File: src/design/pad_ctrl_pkg.sv
// constants, layouts and types shared by the pad control block
// Operation
// - per-pad pull direction, documented pads default up/down
// - per-pad pull enable, only four pads enabled
// - filter control only on reset and nmi pads
// - filter enabled at reset only on reset pad
// - open drain only for i2c or uart transmit
// - open drain disabled on every pad at reset
// - high drive only on listed port b/d/e pads
// - high drive cleared on every pad at reset
// - every port: interrupt, dma request, lock bit
// - nmi pad driven low forces nmi request while its mux is alt seven
// - safety input polarity programmable, default active low
package pad_ctrl_pkg;

  // ****************************************
  // geometry
  // ****************************************
  localparam int PORT_COUNT    = 5;
  localparam int PADS_PER_PORT = 18;
  localparam int PAD_COUNT     = PORT_COUNT * PADS_PER_PORT;
  localparam int ADDR_W        = 8;
  localparam int DATA_W        = 32;
  localparam int MUX_W         = 3;

  // pad indices: port * 18 + pin
  localparam int DEBUG_DATA_PAD  = 4;
  localparam int RESET_PAD       = 5;
  localparam int DEBUG_CLOCK_PAD = 40;
  localparam int NMI_PAD         = 57;
  localparam int HD_B4 = 22;
  localparam int HD_B5 = 23;
  localparam int HD_D0 = 54;
  localparam int HD_D1 = 55;
  localparam int HD_D15 = 69;
  localparam int HD_D16 = 70;
  localparam int HD_E0 = 72;
  localparam int HD_E1 = 73;
  localparam int ABSENT_PAD = 89;

  localparam logic [PAD_COUNT-1:0] ONE = {{(PAD_COUNT-1){1'b0}}, 1'b1};
  localparam logic [PAD_COUNT-1:0] PAD_EXISTS = ~(ONE << ABSENT_PAD);
  localparam logic [PAD_COUNT-1:0] PULL_SEL_DEF = (ONE << DEBUG_DATA_PAD) | (ONE << RESET_PAD) | (ONE << NMI_PAD);
  localparam logic [PAD_COUNT-1:0] PULL_EN_DEF  = PULL_SEL_DEF | (ONE << DEBUG_CLOCK_PAD);
  localparam logic [PAD_COUNT-1:0] MUX7_DEF     = PULL_EN_DEF;
  localparam logic [PAD_COUNT-1:0] FILT_CAP     = (ONE << RESET_PAD) | (ONE << NMI_PAD);
  localparam logic [PAD_COUNT-1:0] FILT_DEF     = ONE << RESET_PAD;
  localparam logic [PAD_COUNT-1:0] HD_CAP = (ONE << HD_B4) | (ONE << HD_B5) | (ONE << HD_D0) | (ONE << HD_D1)
                                          | (ONE << HD_D15) | (ONE << HD_D16) | (ONE << HD_E0) | (ONE << HD_E1);

  localparam logic [MUX_W-1:0] MUX_ALT_ZERO  = 3'h0;
  localparam logic [MUX_W-1:0] MUX_ALT_SEVEN = 3'h7;

  // ****************************************
  // register map (word index)
  // ****************************************
  localparam logic [ADDR_W-1:0] PAD_LIMIT      = 8'h5a;
  localparam logic [ADDR_W-1:0] STATUS_ADDR    = 8'h60;
  localparam logic [ADDR_W-1:0] MASK_ADDR      = 8'h61;
  localparam logic [ADDR_W-1:0] WDOG_CTRL_ADDR = 8'h62;

  // pad register fields
  localparam int F_PULL_SEL = 0;
  localparam int F_PULL_EN  = 1;
  localparam int F_FILT     = 2;
  localparam int F_OD       = 3;
  localparam int F_HD       = 4;
  localparam int F_MUX      = 8;
  localparam int F_LOCK     = 15;
  localparam int F_TRIG     = 16;
  localparam int F_DMA      = 18;
  localparam int F_FLAG     = 24;

  // status and mask fields
  localparam int ST_NMI  = 0;
  localparam int ST_WDOG = 1;
  localparam int ST_PORT = 2;
  localparam int ST_W    = ST_PORT + PORT_COUNT;

  // watchdog monitor control field
  localparam int F_ASSERT_POL = 0;
  localparam logic POL_RST = 1'b0;

  localparam logic [1:0] TRIG_OFF  = 2'h0;
  localparam logic [1:0] TRIG_RISE = 2'h1;
  localparam logic [1:0] TRIG_FALL = 2'h2;
  localparam logic [1:0] TRIG_BOTH = 2'h3;

  typedef struct packed {
    logic [MUX_W-1:0] mux;
    logic             high_drive;
    logic             open_drain;
    logic             filter_en;
    logic             pull_en;
    logic             pull_sel;
  } pad_ctrl_s;

endpackage

File: src/design/event_flag.sv
// sticky event flag, write one to clear, set wins
`timescale 1ns/1ps
module event_flag (
  // clock and reset
  input  wire logic clk,
  input  wire logic reset_n,
  // set and clear
  input  wire logic set,
  input  wire logic clr,
  // state
  output logic      q
);

  logic q_reg;
  logic q_next;

  // set beats a clear in the same cycle
  assign q_next = set | (q_reg & ~clr);
  assign q      = q_reg;

  always_ff @(posedge clk) begin
    if (!reset_n) begin
      q_reg <= 1'b0;
    end else begin
      q_reg <= q_next;
    end
  end

endmodule

File: src/design/pad_ctrl_cell.sv
// configuration, lock and pin event logic of one pad
`timescale 1ns/1ps
module pad_ctrl_cell
  import pad_ctrl_pkg::*;
#(
  parameter bit               EXISTS       = 1'b1,
  parameter bit               PULL_SEL_RST = 1'b0,
  parameter bit               PULL_EN_RST  = 1'b0,
  parameter bit               FILT_CAP_P   = 1'b0,
  parameter bit               FILT_RST     = 1'b0,
  parameter bit               HD_CAP_P     = 1'b0,
  parameter logic [MUX_W-1:0] MUX_RST      = MUX_ALT_ZERO
) (
  // clock and reset
  input  wire logic              clk,
  input  wire logic              reset_n,
  // register access
  input  wire logic              wr_en,
  input  wire logic [DATA_W-1:0] wdata,
  output logic      [DATA_W-1:0] rdata,
  // pad side
  input  wire logic              pin,
  input  wire logic              od_func,
  output pad_ctrl_s              cfg,
  output logic                   irq_req,
  output logic                   dma_req
);

  localparam pad_ctrl_s RST = '{mux: MUX_RST, high_drive: 1'b0, open_drain: 1'b0,
                                filter_en: FILT_RST, pull_en: PULL_EN_RST, pull_sel: PULL_SEL_RST};

  pad_ctrl_s  cfg_reg;
  pad_ctrl_s  cfg_next;
  logic       lock_reg;
  logic       lock_next;
  logic [1:0] trig_reg;
  logic [1:0] trig_next;
  logic       dma_reg;
  logic       dma_next;
  logic       flag_reg;
  logic       flag_next;
  logic       pin_reg;
  logic       wr_cfg;
  logic       hit;

  // lock freezes everything but the flag clear until reset
  assign wr_cfg = wr_en & EXISTS & ~lock_reg;
  assign cfg_next = wr_cfg ? pad_ctrl_s'{mux: wdata[F_MUX +: MUX_W],
                               high_drive: wdata[F_HD] & HD_CAP_P,
                               open_drain: wdata[F_OD],
                               filter_en:  wdata[F_FILT] & FILT_CAP_P,
                               pull_en:    wdata[F_PULL_EN],
                               pull_sel:   wdata[F_PULL_SEL]}
                           : cfg_reg;
  assign lock_next = lock_reg | (wr_cfg & wdata[F_LOCK]);
  assign trig_next = wr_cfg ? wdata[F_TRIG +: 2] : trig_reg;
  assign dma_next  = wr_cfg ? wdata[F_DMA] : dma_reg;

  assign hit = EXISTS & (((trig_reg == TRIG_RISE) | (trig_reg == TRIG_BOTH)) & pin & ~pin_reg
                       | ((trig_reg == TRIG_FALL) | (trig_reg == TRIG_BOTH)) & ~pin & pin_reg);
  assign flag_next = hit | (flag_reg & ~(wr_en & wdata[F_FLAG]));

  always_ff @(posedge clk) begin
    if (!reset_n) begin
      cfg_reg  <= RST;
      lock_reg <= 1'b0;
      trig_reg <= TRIG_OFF;
      dma_reg  <= 1'b0;
      flag_reg <= 1'b0;
      pin_reg  <= 1'b0;
    end else begin
      cfg_reg  <= cfg_next;
      lock_reg <= lock_next;
      trig_reg <= trig_next;
      dma_reg  <= dma_next;
      flag_reg <= flag_next;
      pin_reg  <= pin;
    end
  end

  // open drain only reaches the pad while a capable function drives it
  always_comb begin
    cfg            = cfg_reg;
    cfg.open_drain = cfg_reg.open_drain & od_func;
  end

  assign irq_req = flag_reg & ~dma_reg;
  assign dma_req = flag_reg & dma_reg;

  always_comb begin
    rdata                     = '0;
    rdata[F_PULL_SEL]         = cfg_reg.pull_sel;
    rdata[F_PULL_EN]          = cfg_reg.pull_en;
    rdata[F_FILT]             = cfg_reg.filter_en;
    rdata[F_OD]               = cfg_reg.open_drain;
    rdata[F_HD]               = cfg_reg.high_drive;
    rdata[F_MUX +: MUX_W]     = cfg_reg.mux;
    rdata[F_LOCK]             = lock_reg;
    rdata[F_TRIG +: 2]        = trig_reg;
    rdata[F_DMA]              = dma_reg;
    rdata[F_FLAG]             = flag_reg;
  end

endmodule

File: src/design/pad_ctrl_top.sv
// top of the port pad control block: pads, nmi, watchdog polarity, registers
//
// Added by the designer: the strobed register port and the register offsets.
`timescale 1ns/1ps
module pad_ctrl_top
  import pad_ctrl_pkg::*;
(
  // clock and reset
  input  wire logic              CLK,
  input  wire logic              RESET_N,
  // register port
  input  wire logic [ADDR_W-1:0] ADDR,
  input  wire logic [DATA_W-1:0] WDATA,
  input  wire logic              WR,
  input  wire logic              RD,
  output logic      [DATA_W-1:0] RDATA,
  // pads
  input  wire logic [PAD_COUNT-1:0] PAD_IN,
  input  wire logic [PAD_COUNT-1:0] OD_FUNC_SEL,
  output pad_ctrl_s                 PAD_CTRL [PAD_COUNT],
  // requests
  output logic [PORT_COUNT-1:0] PORT_IRQ,
  output logic [PORT_COUNT-1:0] PORT_DMA_REQ,
  output logic                  NMI_REQ,
  output logic                  IRQ,
  // watchdog monitor
  input  wire logic             WATCHDOG_MONITOR_SAFETY_IN,
  output logic                  WATCHDOG_MONITOR_SAFETY_ASSERTED
);

  // ****************************************
  // pad cells
  // ****************************************
  logic [DATA_W-1:0]    pad_rd [PAD_COUNT];
  logic [PAD_COUNT-1:0] irq_v;
  logic [PAD_COUNT-1:0] dma_v;
  logic [PAD_COUNT-1:0] pull_sel_v;
  logic [PAD_COUNT-1:0] pull_en_v;
  logic [PAD_COUNT-1:0] filt_v;
  logic [PAD_COUNT-1:0] od_v;
  logic [PAD_COUNT-1:0] hd_v;
  logic [PAD_COUNT-1:0] mux7_v;
  logic [PAD_COUNT-1:0] mux0_v;

  genvar gi;
  generate
    for (gi = 0; gi < PAD_COUNT; gi++) begin : g_pad
      logic pad_wr;
      assign pad_wr = WR & (ADDR == ADDR_W'(gi));
      pad_ctrl_cell #(
        .EXISTS       (PAD_EXISTS[gi]),
        .PULL_SEL_RST (PULL_SEL_DEF[gi]),
        .PULL_EN_RST  (PULL_EN_DEF[gi]),
        .FILT_CAP_P   (FILT_CAP[gi]),
        .FILT_RST     (FILT_DEF[gi]),
        .HD_CAP_P     (HD_CAP[gi]),
        .MUX_RST      (MUX7_DEF[gi] ? MUX_ALT_SEVEN : MUX_ALT_ZERO)
      ) u_cell (
        .clk     (CLK),
        .reset_n (RESET_N),
        .wr_en   (pad_wr),
        .wdata   (WDATA),
        .rdata   (pad_rd[gi]),
        .pin     (PAD_IN[gi]),
        .od_func (OD_FUNC_SEL[gi]),
        .cfg     (PAD_CTRL[gi]),
        .irq_req (irq_v[gi]),
        .dma_req (dma_v[gi])
      );
      assign pull_sel_v[gi] = PAD_CTRL[gi].pull_sel;
      assign pull_en_v[gi]  = PAD_CTRL[gi].pull_en;
      assign filt_v[gi]     = PAD_CTRL[gi].filter_en;
      assign od_v[gi]       = PAD_CTRL[gi].open_drain;
      assign hd_v[gi]       = PAD_CTRL[gi].high_drive;
      assign mux7_v[gi]     = PAD_CTRL[gi].mux == MUX_ALT_SEVEN;
      assign mux0_v[gi]     = PAD_CTRL[gi].mux == MUX_ALT_ZERO;
    end
  endgenerate

  // ****************************************
  // port request summary
  // ****************************************
  logic [PORT_COUNT-1:0] port_irq_next;
  logic [PORT_COUNT-1:0] port_dma_next;
  logic [PORT_COUNT-1:0] port_irq_reg;
  logic [PORT_COUNT-1:0] port_dma_reg;

  genvar gp;
  generate
    for (gp = 0; gp < PORT_COUNT; gp++) begin : g_port
      assign port_irq_next[gp] = |irq_v[gp*PADS_PER_PORT +: PADS_PER_PORT];
      assign port_dma_next[gp] = |dma_v[gp*PADS_PER_PORT +: PADS_PER_PORT];
    end
  endgenerate

  // ****************************************
  // nmi pad and watchdog monitor input
  // ****************************************
  logic nmi_req_reg;
  logic nmi_req_next;
  logic wdog_pol_reg;
  logic wdog_pol_next;
  logic wdog_asrt_reg;
  logic wdog_asrt_next;
  logic wdog_ctrl_wr;

  // pad is active low only while its nmi function is selected
  assign nmi_req_next = (PAD_CTRL[NMI_PAD].mux == MUX_ALT_SEVEN) & ~PAD_IN[NMI_PAD];

  assign wdog_ctrl_wr   = WR & (ADDR == WDOG_CTRL_ADDR);
  assign wdog_pol_next  = wdog_ctrl_wr ? WDATA[F_ASSERT_POL] : wdog_pol_reg;
  assign wdog_asrt_next = ~(WATCHDOG_MONITOR_SAFETY_IN ^ wdog_pol_reg);

  // ****************************************
  // status, mask and interrupt
  // ****************************************
  logic [ST_W-1:0] status;
  logic [ST_W-1:0] mask_reg;
  logic [ST_W-1:0] mask_next;
  logic            status_wr;
  logic            nmi_evt;
  logic            wdog_evt;

  assign status_wr = WR & (ADDR == STATUS_ADDR);
  assign nmi_evt   = nmi_req_next & ~nmi_req_reg;
  assign wdog_evt  = wdog_asrt_next & ~wdog_asrt_reg;
  assign mask_next = (WR & (ADDR == MASK_ADDR)) ? WDATA[ST_W-1:0] : mask_reg;

  event_flag u_nmi_flag (
    .clk     (CLK),
    .reset_n (RESET_N),
    .set     (nmi_evt),
    .clr     (status_wr & WDATA[ST_NMI]),
    .q       (status[ST_NMI])
  );

  event_flag u_wdog_flag (
    .clk     (CLK),
    .reset_n (RESET_N),
    .set     (wdog_evt),
    .clr     (status_wr & WDATA[ST_WDOG]),
    .q       (status[ST_WDOG])
  );

  // port bits follow the pad flags; clear them at the pads
  assign status[ST_PORT +: PORT_COUNT] = port_irq_reg | port_dma_reg;
  assign IRQ = |(status & mask_reg);

  // ****************************************
  // read path
  // ****************************************
  logic [DATA_W-1:0] rd_sel;
  logic [DATA_W-1:0] rdata_reg;
  logic [DATA_W-1:0] rdata_next;

  assign rd_sel = (ADDR < PAD_LIMIT)         ? pad_rd[ADDR[6:0]] :
                  (ADDR == STATUS_ADDR)      ? DATA_W'(status) :
                  (ADDR == MASK_ADDR)        ? DATA_W'(mask_reg) :
                  (ADDR == WDOG_CTRL_ADDR)   ? (DATA_W'(wdog_pol_reg) << F_ASSERT_POL) :
                                               '0;
  // data stand for one cycle only, zero otherwise
  assign rdata_next = RD ? rd_sel : '0;

  always_ff @(posedge CLK) begin
    if (!RESET_N) begin
      port_irq_reg  <= '0;
      port_dma_reg  <= '0;
      nmi_req_reg   <= 1'b0;
      wdog_pol_reg  <= POL_RST;
      wdog_asrt_reg <= 1'b0;
      mask_reg      <= '0;
      rdata_reg     <= '0;
    end else begin
      port_irq_reg  <= port_irq_next;
      port_dma_reg  <= port_dma_next;
      nmi_req_reg   <= nmi_req_next;
      wdog_pol_reg  <= wdog_pol_next;
      wdog_asrt_reg <= wdog_asrt_next;
      mask_reg      <= mask_next;
      rdata_reg     <= rdata_next;
    end
  end

  assign RDATA                            = rdata_reg;
  assign PORT_IRQ                         = port_irq_reg;
  assign PORT_DMA_REQ                     = port_dma_reg;
  assign NMI_REQ                          = nmi_req_reg;
  assign WATCHDOG_MONITOR_SAFETY_ASSERTED = wdog_asrt_reg;
endmodule

File: config.mk
export PLATFORM = sky130hd
export DESIGN_NAME = pad_ctrl_top
export DESIGN_NICKNAME = d
export VERILOG_FILES = /design/src/design/pad_ctrl_pkg.sv /design/src/design/event_flag.sv /design/src/design/pad_ctrl_cell.sv /design/src/design/pad_ctrl_top.sv
export SDC_FILE = /design/constraint.sdc
export NUM_CORES = 2
export LEC_CHECK = 0
export BUFFER_PORTS_ARGS = -buffer_cell sky130_fd_sc_hd__buf_2
export CAP_MARGIN = 20
export CORE_MARGIN = 2
export CORE_UTILIZATION = 35
export DETAILED_ROUTE_END_ITERATION = 8
export HOLD_SLACK_MARGIN = 0.12
export PLACE_DENSITY = 0.48
export SYNTH_ARGS = -nofsm -noshare
export SYNTH_HDL_FRONTEND = slang
export SYNTH_HIERARCHICAL = 1
export SYNTH_SLANG_ARGS = --single-unit
File: constraint.sdc
create_clock -name CLK -period 2.6 [get_ports CLK]
set_input_delay 0 -clock CLK [delete_from_list [all_inputs] [get_ports CLK]]
set_output_delay 0 -clock CLK [all_outputs]
set_load 0.02 [all_outputs]
==> impl_results.html <==
<table>
<tr><th>Metric</th><th>Value</th></tr>
<tr><th colspan="2">Status</th></tr>
<tr><td>Result of the run</td><td>complete, but fails checks</td></tr>
<tr><td>Failing checks</td><td>negative setup slack</td></tr>
<tr><th colspan="2">Route</th></tr>
<tr><td>Drt total wl</td><td>342 mm</td></tr>
<tr><td>Average vias per placed instance</td><td>4.86</td></tr>
<tr><td>Remaining antenna violation count</td><td>0</td></tr>
<tr><td>Top sig layer</td><td>met5</td></tr>
<tr><td>Initial detailed-routing violation count</td><td>6766</td></tr>
<tr><td>Number of detailed-route iterations in the first pass</td><td>6</td></tr>
<tr><td>Wire length on met1</td><td>148 mm</td></tr>
<tr><td>Number of DRC violations after detailed routing</td><td>0</td></tr>
<tr><td>Routed wire per std cell</td><td>24.2 µm</td></tr>
<tr><td>Total number of vias</td><td>68788</td></tr>
<tr><td>Met2 Wirelength</td><td>156 mm</td></tr>
<tr><td>Met3 wire len</td><td>26.1 mm</td></tr>
<tr><th colspan="2">Layout</th></tr>
<tr><td>Synthesis-to-finish area growth</td><td>4.81%</td></tr>
<tr><td>Flip-flop count of the largest register, all copies and words added</td><td>455</td></tr>
<tr><td>Post-Layout Inst Area</td><td>0.0944 mm²</td></tr>
<tr><td>Count of nets after finishing</td><td>10858</td></tr>
<tr><td>Final instance count without filler cells</td><td>14154</td></tr>
<tr><td>Layout cell share with drive strength beyond 1</td><td>21.3%</td></tr>
<tr><th colspan="2">Synthesis</th></tr>
<tr><td>Post-synthesis register bit count</td><td>1133</td></tr>
<tr><td>Fraction of the yosys area taken by sequential cells</td><td>25.2%</td></tr>
<tr><td>Ys async rst share</td><td>0%</td></tr>
<tr><td>Number of enable-type register cells in the synthesized netlist</td><td>0</td></tr>
<tr><td>Predominant post-synthesis flop cell</td><td>sky130_fd_sc_hd__dfxtp_1</td></tr>
<tr><td>Cells after Synth</td><td>10207</td></tr>
<tr><td>Leading post-synthesis cells by cell area</td><td>sky130_fd_sc_hd__dfxtp_1, sky130_fd_sc_hd__buf_4, sky130_fd_sc_hd__mux4_2</td></tr>
<tr><td>Cell taking the most area after synthesis</td><td>sky130_fd_sc_hd__dfxtp_1</td></tr>
<tr><td>Average footprint of a synthesized cell</td><td>8.83 µm²</td></tr>
<tr><td>Post-synth design cell area</td><td>0.0901 mm²</td></tr>
<tr><td>Number of distinct library cells after synthesis</td><td>78</td></tr>
<tr><td>Post-synth top area share</td><td>25.2%</td></tr>
<tr><td>Yosys warning count</td><td>6</td></tr>
<tr><th colspan="2">Clock tree</th></tr>
<tr><td>Clock latency on the worst-skew pair</td><td>0.83 ns</td></tr>
<tr><td>H-tree level count</td><td>4</td></tr>
<tr><td>Post-CTS Setup Inserts</td><td>0</td></tr>
<tr><td>CTS Root Cell</td><td>sky130_fd_sc_hd__clkbuf_16</td></tr>
<tr><td># clock sinks</td><td>1133</td></tr>
<tr><td>Bufs on Longest Clock Path</td><td>3</td></tr>
<tr><td>CTS tree</td><td>done</td></tr>
<tr><td>Clock input transition at the sequential cells of the worst setup and hold paths</td><td>0.06 ns</td></tr>
<tr><td>CTS buffer count</td><td>142</td></tr>
<tr><th colspan="2">Setup path</th></tr>
<tr><td>Path depth of the worst reg2reg path</td><td>8</td></tr>
<tr><td>Crit path from</td><td>ADDR[4]</td></tr>
<tr><td>Reg2reg end</td><td>RDATA[17]$_SDFF_PP0_</td></tr>
<tr><td>Source of the worst register-to-register timing path</td><td>g_pad[46].u_cell/trig_reg[1]$_SDFFE_PN0P_</td></tr>
<tr><td>Kind of end point of the critical path</td><td>register</td></tr>
<tr><td>Arrival time of the worst setup path</td><td>3.25 ns</td></tr>
<tr><td>Startpoint type of the worst setup path</td><td>primary input</td></tr>
<tr><td>R2R Setup Slk</td><td>0.04 ns</td></tr>
<tr><td>CP Max Fanout</td><td>16</td></tr>
<tr><td>Class of the most critical setup path</td><td>primary input to register</td></tr>
<tr><td>Worst setup path end</td><td>RDATA[25]$_SDFF_PP0_</td></tr>
<tr><td>Required arrival time at the worst endpoint</td><td>3.22 ns</td></tr>
<tr><th colspan="2">Placement</th></tr>
<tr><td>Buffers added on ports</td><td>794</td></tr>
<tr><td>Placed Cells incl. Taps</td><td>13636</td></tr>
<tr><td>HPWL after DPL</td><td>266 mm</td></tr>
<tr><td>Weighted congestion at the end of routability-driven global placement</td><td>0.923</td></tr>
<tr><td>Placement Cell Area</td><td>0.0871 mm²</td></tr>
<tr><th colspan="2">Timing</th></tr>
<tr><td>Final worst clock skew</td><td>0.0536 ns</td></tr>
<tr><td>Tcrit/Tclk final</td><td>101%</td></tr>
<tr><td>Fin. max-slew vios</td><td>0</td></tr>
<tr><td>Least setup slack across all paths after layout</td><td>-0.0245 ns</td></tr>
<tr><td>Achievable Freq</td><td>381 MHz</td></tr>
<tr><td>Count of final setup violators</td><td>1</td></tr>
<tr><td>Slew @ Worst Pin</td><td>1.24 ns</td></tr>
<tr><td>Post-layout min period</td><td>2.62 ns</td></tr>
<tr><td>Max-Slew Margin vs Limit</td><td>17.4%</td></tr>
<tr><td>RSZ-0062 raised after global routing</td><td>yes</td></tr>
<tr><td>Final Hold Violating Endpoints</td><td>0</td></tr>
<tr><th colspan="2">Flow run</th></tr>
<tr><td>Max-capacitance violation count</td><td>0</td></tr>
<tr><th colspan="2">Power</th></tr>
<tr><td>Total power divided by cell area</td><td>472 mW/mm²</td></tr>
<tr><td>Power, Total</td><td>44600 µW</td></tr>
<tr><td>Leak Pwr</td><td>0.0396 µW</td></tr>
<tr><td>Worst IR Drop VDD</td><td>702 µV</td></tr>
<tr><th colspan="2">GRT</th></tr>
<tr><td>Global-route usage over all layers</td><td>25.2%</td></tr>
<tr><td>Final global-route overflow total</td><td>0</td></tr>
<tr><td>Global-route wire length before repair</td><td>479 mm</td></tr>
<tr><td>Maximum number of pins on one net before global-route repair</td><td>136</td></tr>
<tr><td>Number of global-route vias before repair</td><td>64812</td></tr>
<tr><td>Initial antenna violation count</td><td>55</td></tr>
<tr><th colspan="2">Worst hold path</th></tr>
<tr><td>Worst hold path class</td><td>primary input to register</td></tr>
<tr><th colspan="2">Die</th></tr>
<tr><td>Vert. Die Dim</td><td>511 µm</td></tr>
<tr><td>Row cnt</td><td>186</td></tr>
<tr><td>Core area</td><td>0.256 mm²</td></tr>
<tr><td>Initial cell density of the core</td><td>35.1%</td></tr>
<tr><td>Die Outline Area</td><td>0.261 mm²</td></tr>
<tr><td>X dimension of the die</td><td>511 µm</td></tr>
<tr><td>Ports placed on the boundary</td><td>990</td></tr>
</table>
[what timing repair did]
| item | in CTS | in global routing |
|---|---|---|
| pin swaps | 1 | 1 |
| resized for setup | 5 | 5 |
| hold buffers | 234 | 0 |
| gates cloned | 0 | 1 |
| endpoints found under the setup margin | 2 | 12 |
| endpoints found under the hold margin | 1118 | 0 |
[where the power goes]
part / switching, µW / leakage [µW] / internal, µW
Combinational: 3720 / 0.0281 / 2770
Clock: 8740 / 0.00234 / 11800
Sequential: 84.4 / 0.00915 / 17500
Total: 12500 / 0.0396 / 32100
[area by class of cell]
cell class,instances,area (µm²)
clock inverters,55,684
well taps,3384,4230
clock buffers,200,4090
multi-input cells,7695,50400
diodes,26,65.1
repair buffers,1653,12300
inverters,8,33.8
flip-flops and latches,1133,22700
fillers,26594,162000
[cell usage after synthesis, types with 26 or more instances]
cell / n
sky130_fd_sc_hd__buf_4: 2916
sky130_fd_sc_hd__nand2_1: 1889
sky130_fd_sc_hd__dfxtp_1: 1133
sky130_fd_sc_hd__a21boi_1: 791
sky130_fd_sc_hd__mux4_2: 596
sky130_fd_sc_hd__mux2i_1: 316
sky130_fd_sc_hd__nor2b_1: 274
sky130_fd_sc_hd__and2_1: 271
sky130_fd_sc_hd__nand3_1: 254
sky130_fd_sc_hd__a21oi_1: 192
sky130_fd_sc_hd__nand4b_1: 179
sky130_fd_sc_hd__nor2_1: 170
sky130_fd_sc_hd__buf_2: 140
sky130_fd_sc_hd__a22oi_1: 128
sky130_fd_sc_hd__clkbuf_1: 115
sky130_fd_sc_hd__nand2b_1: 97
sky130_fd_sc_hd__conb_1: 90
sky130_fd_sc_hd__clkbuf_2: 85
sky130_fd_sc_hd__o22ai_1: 83
sky130_fd_sc_hd__nor4_1: 50
sky130_fd_sc_hd__o21ai_0: 42
sky130_fd_sc_hd__nor3_1: 33
sky130_fd_sc_hd__a221oi_1: 32
sky130_fd_sc_hd__a211oi_1: 30
sky130_fd_sc_hd__buf_1: 26
[stage by stage]
| stage | hold WS, ns | utilization [%] | setup WS, ns | TNS, ns |
|---|---|---|---|---|
| final | 0.123 | 36.8 | -0.0245 | -0.0245 |
| after global routing | 0.167 | 36.8 | -0.0123 | -0.0123 |
| after CTS | 0.123 | 36.8 | 0.0202 | 0 |
| after detailed placement | 0.233 | 34.0 | -0.428 | -3.98 |
| after global placement | 0.228 | 34.0 | -0.718 | -3.78 |
| after floorplan | 0.0777 | - | 0.270 | 0 |
[worst min path at each step]
stage / startpoint / endpoint / slack (ns) / cells after the start
after floorplan: WDATA[24] / g_pad[89].u_cell/flag_reg$_SDFF_PN0_ / 0.08 / 1
after global placement: PAD_IN[25] / g_pad[25].u_cell/pin_reg$_SDFF_PN0_ / 0.23 / 2
after detailed placement: PAD_IN[62] / g_pad[62].u_cell/pin_reg$_SDFF_PN0_ / 0.23 / 2
after CTS: PAD_IN[43] / g_pad[43].u_cell/flag_reg$_SDFF_PN0_ / 0.12 / 4
after global routing: PAD_IN[43] / g_pad[43].u_cell/flag_reg$_SDFF_PN0_ / 0.17 / 4
final: PAD_IN[41] / g_pad[41].u_cell/flag_reg$_SDFF_PN0_ / 0.12 / 4
[worst max-delay path: stages]
cell and delay, ns:
sky130_fd_sc_hd__dlygate4sd3_1 0.52, sky130_fd_sc_hd__buf_2 0.47, sky130_fd_sc_hd__inv_2 0.30, sky130_fd_sc_hd__nand2_1 0.19, sky130_fd_sc_hd__buf_12 0.21, sky130_fd_sc_hd__buf_4 0.27, sky130_fd_sc_hd__o22ai_1 0.12, sky130_fd_sc_hd__nor3_1 0.24
sky130_fd_sc_hd__a31oi_1 0.16, sky130_fd_sc_hd__a21oi_1 0.68
[layer usage]
layer / track usage [%] / vias to the layer above
met1: 33.5 / 34406
met4: 8.91 / 34
met5: 0 / -
met3: 4.97 / 450
li1: - / 31207
met2: 40.6 / 2691
[cells in the final DEF (no fill, tap or decap), drive strengths merged, types with 8 or more instances in the layout]
master and n:
a2111oi 11, nor3 35, a22oi 128, a31oi 22, inv 20, nand2b 98, o41ai 15, o22ai 83
o21ai 59, buf 1417, a22o 11, conb 2067, a21oi 193, and2 271, a32oi 8, dfxtp 1133
clkinv 33, nand4b 179, clkbuf 202, a221oi 32, nor2 172, nand2 1889, mux2 8, a21boi 791
diode 26, or4 12, dlygate4sd3 233, mux4 599, nand3 254, a211oi 30, nor2b 276, nor4 50
mux2i 316
[cells by family after synthesis]
group                  Yosys count  share of synthesized area (%)
other                           90                          0.375
multiplexers                   923                           18.6
AND/OR/NAND/NOR               3264                           17.1
XOR/XNOR                         1                        0.00972
flip-flops                    1133                           25.2
buffers and inverters         3356                           27.3
AO/OA/AOI/OAI                 1440                           11.4
Note: power is estimated with default switching activity, not from simulation.
